### config.mk
export PLATFORM = sky130hd
export DESIGN_NAME = msc_cfg
export DESIGN_NICKNAME = d
export VERILOG_FILES = /design/src/msc_pkg.sv /design/src/msc_cfg.sv /design/src/msc_lut.sv
export SDC_FILE = /design/constraint.sdc
export NUM_CORES = 1
export LEC_CHECK = 0
export ABC_AREA = 0
export BUFFER_PORTS_ARGS = -buffer_cell sky130_fd_sc_hd__buf_2
export CORE_MARGIN = 1.5
export CORE_UTILIZATION = 52
export CTS_CLUSTER_SIZE = 16
export DETAILED_ROUTE_END_ITERATION = 7
export PLACE_DENSITY_LB_ADDON = 0.1
export SLEW_MARGIN = 20
export SYNTH_ARGS = -nofsm -noshare
export SYNTH_HDL_FRONTEND = slang
export SYNTH_SLANG_ARGS = --single-unit
### constraint.sdc
create_clock -name pclk -period 2.1 [get_ports pclk]
set_clock_uncertainty 0.15 [all_clocks]
set_input_delay 0.42 -clock pclk [delete_from_list [all_inputs] [get_ports pclk]]
set_output_delay 0.42 -clock pclk [all_outputs]
set_load 0.01 [all_outputs]
### src/msc_pkg.sv
// shared constants and types for the motor start-up / closed-loop config bank
package msc_pkg;
    // register byte offsets
    localparam logic [11:0] ADDR_STARTUP = 12'h084;
    localparam logic [11:0] ADDR_CLOSED_LOOP = 12'h088;
    localparam logic [11:0] ADDR_STATUS = 12'h08C;
    // reset values
    localparam logic [31:0] STARTUP_RST = 32'h0000_0000;
    localparam logic [31:0] CLOSED_LOOP_RST = 32'h0000_0000;
    // field positions
    localparam int ANGLE_LSB = 8;
    localparam int PCT_LSB = 4;
    localparam int SRC_BIT = 3;
    localparam int RAMP_LSB = 0;
    localparam int OVERMOD_BIT = 30;
    // largest defined align code
    localparam logic [4:0] ANGLE_MAX_CODE = 5'h1C;
    // start-up options
    typedef enum logic [1:0] {MSC_SU_ALIGN, MSC_SU_DBL_ALIGN, MSC_SU_IPD, MSC_SU_SLOW_FIRST} msc_startup_e;
    // apb access phases
    typedef enum logic [1:0] {MSC_ST_IDLE, MSC_ST_ACCESS} msc_phase_e;
endpackage

### src/msc_cfg.sv
// Local design decision: the APB interface to the registers.
`timescale 1ns/1ps
// apb register bank for start-up and closed-loop motor settings
module msc_cfg (
    input wire logic pclk,
    input wire logic presetn,
    input wire logic psel,
    input wire logic penable,
    input wire logic pwrite,
    input wire logic [11:0] paddr,
    input wire logic [31:0] pwdata,
    input wire logic [3:0] pstrb,
    output logic [31:0] prdata,
    output logic pready,
    output logic pslverr,
    input wire logic [1:0] startup_mode,
    input wire logic open_loop_first,
    output logic [4:0] align_code,
    output logic [8:0] align_angle_deg,
    output logic [9:0] first_cycle_pct_x10,
    output logic first_cycle_zero_hz,
    output logic [7:0] merge_ramp_x100,
    output logic overmod_en,
    output logic [31:0] closed_loop_settings
);
    typedef struct packed {
        logic [31:0] startup;
        logic [31:0] closed_loop;
        logic [4:0] angle_held;
        logic bad_angle;
        logic [31:0] rdata;
        logic slverr;
    } msc_state_s;

    msc_state_s st_r;
    msc_state_s st_nxt;
    logic [8:0] lut_angle;
    logic [9:0] lut_pct;
    logic [7:0] lut_ramp;
    logic src_applies;

    // byte-lane merge under pstrb
    function automatic logic [31:0] merge_bytes(input logic [31:0] old, input logic [31:0] wd,
                                                input logic [3:0] be);
        logic [31:0] r;
        r = old;
        for (int i = 0; i < 4; i++)
        begin
            if (be[i])
                r[i*8 +: 8] = wd[i*8 +: 8];
        end
        merge_bytes = r;
    endfunction

    // address is mapped
    function automatic logic hit(input logic [11:0] a);
        hit = (a == msc_pkg::ADDR_STARTUP) || (a == msc_pkg::ADDR_CLOSED_LOOP) || (a == msc_pkg::ADDR_STATUS);
    endfunction

    wire logic wr_en = psel && penable && pwrite;
    wire logic rd_en = psel && penable && !pwrite;

    // register next-state
    always_comb
    begin
        st_nxt = st_r;
        if (wr_en && paddr == msc_pkg::ADDR_STARTUP)
            st_nxt.startup = merge_bytes(st_r.startup, pwdata, pstrb);
        if (wr_en && paddr == msc_pkg::ADDR_CLOSED_LOOP)
            st_nxt.closed_loop = merge_bytes(st_r.closed_loop, pwdata, pstrb);
        // only defined codes reach the angle path; read back from the copy, no net loop through a wire
        if (st_nxt.startup[msc_pkg::ANGLE_LSB +: 5] <= msc_pkg::ANGLE_MAX_CODE)
        begin
            st_nxt.angle_held = st_nxt.startup[msc_pkg::ANGLE_LSB +: 5];
            st_nxt.bad_angle = 1'b0;
        end
        else
            st_nxt.bad_angle = 1'b1;
        st_nxt.slverr = (psel && penable) ? !hit(paddr) : 1'b0;
        st_nxt.rdata = st_r.rdata;
        if (rd_en)
        begin
            unique case (paddr)
                msc_pkg::ADDR_STARTUP: st_nxt.rdata = st_r.startup;
                msc_pkg::ADDR_CLOSED_LOOP: st_nxt.rdata = st_r.closed_loop;
                msc_pkg::ADDR_STATUS: st_nxt.rdata = {26'h0, st_r.bad_angle, st_r.angle_held};
                default: st_nxt.rdata = 32'h0000_0000;
            endcase
        end
    end

    // state register
    always_ff @(posedge pclk or negedge presetn)
    begin
        if (!presetn)
        begin
            st_r.startup <= msc_pkg::STARTUP_RST;
            st_r.closed_loop <= msc_pkg::CLOSED_LOOP_RST;
            st_r.angle_held <= 5'h00;
            st_r.bad_angle <= 1'b0;
            st_r.rdata <= 32'h0000_0000;
            st_r.slverr <= 1'b0;
        end
        else
            st_r <= st_nxt;
    end

    // value tables, one cycle behind the fields
    msc_lut u_lut (
        .pclk(pclk),
        .presetn(presetn),
        .angle_code(st_r.angle_held),
        .pct_code(st_r.startup[msc_pkg::PCT_LSB +: 4]),
        .ramp_code(st_r.startup[msc_pkg::RAMP_LSB +: 3]),
        .angle_deg(lut_angle),
        .pct_x10(lut_pct),
        .ramp_mdeg_per_ms_x10(lut_ramp)
    );

    // zero-hz only for align-type options in open-loop first cycle
    assign src_applies = open_loop_first && (startup_mode != msc_pkg::MSC_SU_SLOW_FIRST);
    assign first_cycle_zero_hz = src_applies && st_r.startup[msc_pkg::SRC_BIT];
    assign first_cycle_pct_x10 = first_cycle_zero_hz ? 10'h000 : lut_pct;
    assign align_code = st_r.angle_held;
    assign align_angle_deg = lut_angle;
    assign merge_ramp_x100 = lut_ramp;
    assign overmod_en = st_r.closed_loop[msc_pkg::OVERMOD_BIT];
    assign closed_loop_settings = st_r.closed_loop;

    // one-wait-state slave: read data registered at the access edge is late, so hold one extra cycle
    logic acc_seen_r;
    always_ff @(posedge pclk or negedge presetn)
    begin
        if (!presetn)
            acc_seen_r <= 1'b0;
        else
            acc_seen_r <= psel && penable && !acc_seen_r;
    end
    assign pready = acc_seen_r;
    assign prdata = st_r.rdata;
    assign pslverr = acc_seen_r && st_r.slverr;

    // writes land at both access edges, since wr_en is not gated by pready; second edge rewrites same value harmlessly

    // overmodulation follows its settings bit with no extra delay
    property p_ovm;
        @(posedge pclk) disable iff (!presetn)
        overmod_en == closed_loop_settings[30];
    endproperty
    a_ovm: assert property (p_ovm) else $error("overmod enable not bit 30");
    property p_cl_write;
        @(posedge pclk) disable iff (!presetn)
        (wr_en && paddr == 12'h088 && pstrb == 4'hF) |=> closed_loop_settings == $past(pwdata);
    endproperty
    a_cl_write: assert property (p_cl_write) else $error("closed-loop write lost");
    property p_zero_hz;
        @(posedge pclk) disable iff (!presetn) first_cycle_zero_hz |-> first_cycle_pct_x10 == 10'h000;
    endproperty
    a_zero_hz: assert property (p_zero_hz) else $error("zero hz but percent nonzero");
    property p_src_scope;
        @(posedge pclk) disable iff (!presetn) (startup_mode == 2'd3 || !open_loop_first) |-> !first_cycle_zero_hz;
    endproperty
    a_src_scope: assert property (p_src_scope) else $error("select used outside align options");
    property p_angle_valid;
        @(posedge pclk) disable iff (!presetn) align_code <= 5'h1C;
    endproperty
    a_angle_valid: assert property (p_angle_valid) else $error("undefined align code passed");
    property p_angle_hold;
        @(posedge pclk) disable iff (!presetn) st_r.startup[12:8] > 5'h1C |-> $stable(align_code);
    endproperty
    a_angle_hold: assert property (p_angle_hold) else $error("angle moved on bad code");
    property p_angle_max;
        @(posedge pclk) disable iff (!presetn) align_code == 5'h1C ##1 align_code == 5'h1C |-> ##0 align_angle_deg == 9'd350;
    endproperty
    a_angle_max: assert property (p_angle_max) else $error("code 1C not 350 deg");
    property p_pct_max;
        @(posedge pclk) disable iff (!presetn)
        (st_r.startup[7:4] == 4'hF && !first_cycle_zero_hz) ##1 (st_r.startup[7:4] == 4'hF && !first_cycle_zero_hz)
        |-> first_cycle_pct_x10 == 10'd500;
    endproperty
    a_pct_max: assert property (p_pct_max) else $error("code F not 50 pct");
    property p_ramp_max;
        @(posedge pclk) disable iff (!presetn) st_r.startup[2:0] == 3'h7 |=> merge_ramp_x100 == 8'd200;
    endproperty
    a_ramp_max: assert property (p_ramp_max) else $error("ramp code 7 not 2 deg per ms");
    property p_ready;
        @(posedge pclk) disable iff (!presetn) (psel && penable && !pready) |=> pready;
    endproperty
    a_ready: assert property (p_ready) else $error("pready late");

    // bus answer shape: one ready cycle, error only with ready
    property p_ready_one;
        @(posedge pclk) disable iff (!presetn)
        pready |=> !pready;
    endproperty
    a_ready_one: assert property (p_ready_one) else $error("pready longer than one cycle");

    property p_ready_cause;
        @(posedge pclk) disable iff (!presetn)
        pready |-> $past(psel && penable);
    endproperty
    a_ready_cause: assert property (p_ready_cause) else $error("pready without access");

    property p_err_with_ready;
        @(posedge pclk) disable iff (!presetn)
        pslverr |-> pready;
    endproperty
    a_err_with_ready: assert property (p_err_with_ready) else $error("pslverr without pready");

    property p_err_unmapped;
        @(posedge pclk) disable iff (!presetn)
        (pready && psel && penable && !hit(paddr)) |-> pslverr;
    endproperty
    a_err_unmapped: assert property (p_err_unmapped) else $error("unmapped access not refused");

    property p_err_mapped;
        @(posedge pclk) disable iff (!presetn)
        (pready && psel && penable && hit(paddr)) |-> !pslverr;
    endproperty
    a_err_mapped: assert property (p_err_mapped) else $error("mapped access refused");

    // read data of each register
    property p_rd_zero;
        @(posedge pclk) disable iff (!presetn)
        (pready && psel && !pwrite && !hit(paddr)) |-> prdata == 32'h0000_0000;
    endproperty
    a_rd_zero: assert property (p_rd_zero) else $error("unmapped read not zero");

    property p_rd_cl;
        @(posedge pclk) disable iff (!presetn)
        (pready && psel && !pwrite && paddr == 12'h088) |-> prdata == closed_loop_settings;
    endproperty
    a_rd_cl: assert property (p_rd_cl) else $error("closed-loop read differs");

    property p_rd_startup;
        @(posedge pclk) disable iff (!presetn)
        (pready && psel && !pwrite && paddr == msc_pkg::ADDR_STARTUP) |-> prdata == st_r.startup;
    endproperty
    a_rd_startup: assert property (p_rd_startup) else $error("start-up read differs");

    property p_rd_status;
        @(posedge pclk) disable iff (!presetn)
        (pready && psel && !pwrite && paddr == msc_pkg::ADDR_STATUS) |-> prdata[31:6] == 26'h0;
    endproperty
    a_rd_status: assert property (p_rd_status) else $error("status upper bits set");

    // refused or masked writes leave the settings alone
    property p_no_write_unmapped;
        @(posedge pclk) disable iff (!presetn)
        (wr_en && !hit(paddr)) |=> $stable(closed_loop_settings);
    endproperty
    a_no_write_unmapped: assert property (p_no_write_unmapped) else $error("unmapped write landed");

    property p_no_lanes;
        @(posedge pclk) disable iff (!presetn)
        (wr_en && paddr == 12'h088 && pstrb == 4'h0) |=> $stable(closed_loop_settings);
    endproperty
    a_no_lanes: assert property (p_no_lanes) else $error("write with no lanes landed");

    // decode ends and ranges
    property p_src_low;
        @(posedge pclk) disable iff (!presetn)
        !st_r.startup[3] |-> !first_cycle_zero_hz;
    endproperty
    a_src_low: assert property (p_src_low) else $error("zero hz with select low");

    property p_pct_min;
        @(posedge pclk) disable iff (!presetn)
        (st_r.startup[7:4] == 4'h0) ##1 (st_r.startup[7:4] == 4'h0 && !first_cycle_zero_hz)
        |-> first_cycle_pct_x10 == 10'd10;
    endproperty
    a_pct_min: assert property (p_pct_min) else $error("code 0 not 1 pct");

    property p_pct_range;
        @(posedge pclk) disable iff (!presetn)
        first_cycle_pct_x10 <= 10'd500;
    endproperty
    a_pct_range: assert property (p_pct_range) else $error("percent above 50");

    property p_ramp_min;
        @(posedge pclk) disable iff (!presetn)
        st_r.startup[2:0] == 3'h0 |=> merge_ramp_x100 == 8'd1;
    endproperty
    a_ramp_min: assert property (p_ramp_min) else $error("ramp code 0 not 0.01 deg per ms");

    property p_ramp_range;
        @(posedge pclk) disable iff (!presetn)
        merge_ramp_x100 <= 8'd200;
    endproperty
    a_ramp_range: assert property (p_ramp_range) else $error("ramp above 2 deg per ms");

    property p_angle_zero;
        @(posedge pclk) disable iff (!presetn)
        align_code == 5'h00 ##1 align_code == 5'h00 |-> ##0 align_angle_deg == 9'd0;
    endproperty
    a_angle_zero: assert property (p_angle_zero) else $error("code 0 not 0 deg");

    property p_angle_range;
        @(posedge pclk) disable iff (!presetn)
        align_angle_deg <= 9'd350;
    endproperty
    a_angle_range: assert property (p_angle_range) else $error("angle above 350 deg");

    // a defined code passes straight through to the held code
    property p_align_follows;
        @(posedge pclk) disable iff (!presetn)
        st_r.startup[12:8] <= 5'h1C |-> align_code == st_r.startup[12:8];
    endproperty
    a_align_follows: assert property (p_align_follows) else $error("defined code not taken");
    c_cl_write: cover property (@(posedge pclk) disable iff (!presetn) wr_en && paddr == 12'h088 && pready);
    c_zero_hz: cover property (@(posedge pclk) disable iff (!presetn) first_cycle_zero_hz);
    c_bad_angle: cover property (@(posedge pclk) disable iff (!presetn) st_r.bad_angle);
    c_err: cover property (@(posedge pclk) disable iff (!presetn) pslverr);
endmodule

### src/msc_lut.sv
`timescale 1ns/1ps
// code to value lookup tables, registered outputs
module msc_lut (
    input wire logic pclk,
    input wire logic presetn,
    input wire logic [4:0] angle_code,
    input wire logic [3:0] pct_code,
    input wire logic [2:0] ramp_code,
    output logic [8:0] angle_deg,
    output logic [9:0] pct_x10,
    output logic [7:0] ramp_mdeg_per_ms_x10
);
    // angle table in whole degrees
    function automatic logic [8:0] angle_of(input logic [4:0] c);
        logic [8:0] t [0:28];
        t = '{9'd0, 9'd10, 9'd20, 9'd30, 9'd45, 9'd60, 9'd70, 9'd80, 9'd90, 9'd110, 9'd120, 9'd135,
              9'd150, 9'd160, 9'd170, 9'd180, 9'd190, 9'd210, 9'd225, 9'd240, 9'd250, 9'd260, 9'd270,
              9'd280, 9'd290, 9'd315, 9'd330, 9'd340, 9'd350};
        angle_of = (c <= msc_pkg::ANGLE_MAX_CODE) ? t[c] : 9'd0;
    endfunction
    // percent of top speed, in tenths
    function automatic logic [9:0] pct_of(input logic [3:0] c);
        logic [9:0] t [0:15];
        t = '{10'd10, 10'd20, 10'd30, 10'd50, 10'd75, 10'd100, 10'd125, 10'd150, 10'd175, 10'd200,
              10'd250, 10'd300, 10'd350, 10'd400, 10'd450, 10'd500};
        pct_of = t[c];
    endfunction
    // ramp in hundredths of a degree per ms
    function automatic logic [7:0] ramp_of(input logic [2:0] c);
        logic [7:0] t [0:7];
        t = '{8'd1, 8'd5, 8'd10, 8'd15, 8'd20, 8'd50, 8'd100, 8'd200};
        ramp_of = t[c];
    endfunction

    // registered table outputs
    always_ff @(posedge pclk or negedge presetn)
    begin
        if (!presetn)
        begin
            angle_deg <= 9'h000;
            pct_x10 <= 10'h000;
            ramp_mdeg_per_ms_x10 <= 8'h00;
        end
        else
        begin
            angle_deg <= angle_of(angle_code);
            pct_x10 <= pct_of(pct_code);
            ramp_mdeg_per_ms_x10 <= ramp_of(ramp_code);
        end
    end
endmodule

==> impl_results.md <==
* Synth Cell Area at ~0.0064 mm2
* Flops & latches, synth at between 100 and 150
* Critical Path Max Stage Delay at around 400 ps
* Min-Delay Path Class: input pin to flop
* CP max-delay cell: dfrtp_1
* CP Buf/Inv Count at 1
* Share of layout cells above drive strength 1 at about two fifths
* Status: complete, no violations
* Effective utilization at floorplan at around 53%
* Nets at roughly 770
* Vias in the first global route at approximately 4700
* Actual slew at the worst max-slew pin at 646 ps
* Hold Crit Start: pwdata[14]
* Number of antenna diodes at 0
* Power density cells at between 600 and 700 mW/mm2
* CP Capture Type: output pin
* CTS Buf Count at 17
* Clk sinks at 130
* Top delay family on crit path: simple AND/OR/NAND/NOR gates
* Yosys cell types at 42
* M1 GR Usage at approximately a third
* Commonest cells after routing, fill and taps aside: buf_2 (153), dfrtp_1 (129), mux2_4 (60)
* 1st-pass router iterations at 4
* DR DRC count at 0
* Die X-Extent at between 100 and 150 um
* Data arrival, critical path at about 1400 ps
* Final setup fails at 0
* Core Rows at 40
* Max Cap Violations at 0
* Max Buffers Root-to-Sink at 2
* Clk Latency, worst-skew pair at between 400 and 500 ps
* Fin cells at ~870
* Post-route ant nets at 0
* Worst VDD drop at ~0.44 mV
* Met2 Use GR at about 37%
* GRT Util Overall at about a quarter
* Routed wire per std cell at 16.8 um
* Final Wtd Congestion at approximately 0.83
* Initial antenna violation count at 0
* Tmin final at about 2000 ps
* Sw Share at 21.0%
* Minimum hold slack at 102 ps
* Clock Power Share at ~50%
* Crit path kind: flop to output pin
* Area delta synth->final at 22.9%
* HPWL reported at the end of detailed placement at about 10 mm
* RSZ-0062 raised after global routing: false
* Critical R2R Launch: align_code[1]
* Relative max-transition margin at 56.9%
* Post-Syn Nets at between 600 and 700
* Cells along the critical path: nand3_1, and2_1, buf_2
* Comb power frac at between 3 and 4%
* Switching power at 1.15 mW
* Final hold violations at 0
* Clk pin slew, worst setup/hold paths at roughly 50 ps
* Syn Inst Count at 592
* GRT overflow at 0
* Max H-tree Level at 4
* Slew Limit Fails at 0
* GR Util met3 at 5.35%
* Commonest non-fill, non-tap cell in the layout: buf_2
* Pleak at roughly 4 nW
* CP startpoint: st_r[74]
* Avg Synthesized Cell Area at approximately 11 um2
* Vias at 4720
* Register area share after synthesis at about half
* Fin crit share at between 90% and 100%
* Largest net degree at the start of global routing at 47
* # IOs at about 160
* Drt total wl at 14.7 mm
* Busiest metal layer after global routing: met2
* Register share of total power at a little under half
* First-pass GRT wire length at between 20 and 25 mm
* Core footprint at between 0.01 and 0.015 mm2
* Setup TNS at 0 ps
* Initial DRC Count at roughly 250
* Root Buffer: clkbuf_16
* Die Ht at 114 um
* CP Max Fanout at 10
* Critical Path RT at about 1500 ps
* TritonCTS clock tree: yes
* Final worst slack at about 110 ps
* Pre-CTS WS at -338 ps
* Int Power at 4.32 mW
* Ys Warns at 0
* Die ar. at 0.0130 mm2
* Critical Path Start Type: flop
* Number of buffers added on ports at between 150 and 200
* Maximum clock rate at 0.501 GHz
* Dpl cells at 842
* Vias/cell at 5.41
* Final total power at around 5.5 mW
-- worst paths after layout --
| kind | slack (ps) | to | depth (start not counted) |
|---|---|---|---|
| setup / recovery | 110 | first_cycle_pct_x10[1] | 3 |
| hold / removal | 100 | st_r[85] | 2 |
| setup reg to reg | 270 | u_lut.angle_deg[2] | 5 |
| hold reg to reg | 300 | pready | 1 |
| max in group asynchronous | 850 | st_r[88] | 3 |
| min in group asynchronous | 350 | u_lut.pct_x10[8] | 2 |
-- synthesized netlist by cell type --
library cell  instances  area (um2)
o31ai_1               1        7.51
clkbuf_1             24        90.1
nor3_2                1        10.0
o221ai_1              1        8.76
o211ai_1              5        37.5
buf_4                70         526
nor4_4                1        21.3
ha_1                 15         188
a211oi_2              1        12.5
a311oi_1              1        8.76
nand3_1               5        25.0
a211oi_1              9        67.6
a31o_2                1        8.76
o22ai_1               1        6.26
and3_1               10        62.6
conb_1                1        3.75
or3_1                 1        6.26
nand4b_1              3        26.3
inv_1                13        48.8
and2_1               13        81.3
o21ai_0              51         255
a221oi_1              1        8.76
a31oi_1               1        6.26
nor2_1               22        82.6
a22oi_1              37         278
nor4_1                2        12.5
or2_2                 1        6.26
mux2_2               68         766
nand3b_1              1        7.51
buf_2                 7        35.0
a21oi_1              20         100
nand2_1              48         180
buf_6                 1        11.3
nor3_1                2        10.0
dfrtp_1             130        3250
a21boi_0              2        15.0
nor2b_1               4        25.0
xnor2_1               1        8.76
or4_4                 2        22.5
mux2i_1               5        50.1
buf_1                 2        7.51
nand2b_1              7        43.8
-- cell type report --
cell class / instances / area, um2
timing repair buffer: 187 / 1140
inverter: 13 / 48.8
fill: 975 / 4160
sequential: 130 / 3250
multi-input combinational: 345 / 2700
clock buffer: 26 / 499
clock inverter: 4 / 50.0
tap: 168 / 210
-- flip-flops by register name, summed over array words and instances, names as in the netlist --
signal and flops:
u_lut.ramp_mdeg_per_ms_x10 8, u_lut.angle_deg 9, pready 1, closed_loop_settings 32, prdata 32, align_code 5
u_lut.pct_x10 9, st_r 34
-- power groups by stage --
stage          clock (mW)  sequential [mW]  combinational, mW
3_3_place_gp            0             2.56              0.206
3_5_place_dp            0             2.56              0.209
2_1_floorplan           0             2.56             0.0500
6_report             2.75             2.51              0.208
5_1_grt              2.90             2.51              0.233
4_1_cts              2.80             2.51              0.212
-- per-layer routing --
| metal | wire, um | share of wire [%] |
|---|---|---|
| met4 | 210 | 1.4 |
| met1 | 6740 | 46 |
| met3 | 769 | 5.2 |
| met2 | 6960 | 47 |
| met5 | 0 | 0 |
-- stage by stage --
step	area, um2	util, %
floorplan	6710	-
global placement	7340	60.8
detailed placement	7340	60.8
CTS	7900	65.5
global route	7900	65.5
finish	7900	65.5
-- cell families after synthesis --
group           count (synthesis)  share of synthesized area [%]
buf+inv                       117                           11.2
simple gates                  123                           9.69
mux                            73                           12.7
compound gates                132                           12.8
flops                         130                           50.6
other cells                     1                         0.0583
xor+xnor                        1                          0.136
fa+ha+maj                      15                           2.92
-- repair_timing --
item | 4_1_cts | 5_1_grt
endpoints found under the setup margin | 0 | 3
hold buffers | 1 | 0
buffers inserted | 0 | 0
gates resized for setup | 0 | 2
endpoints found under the hold margin | 43 | 0
(Power assumes the default switching activity.)
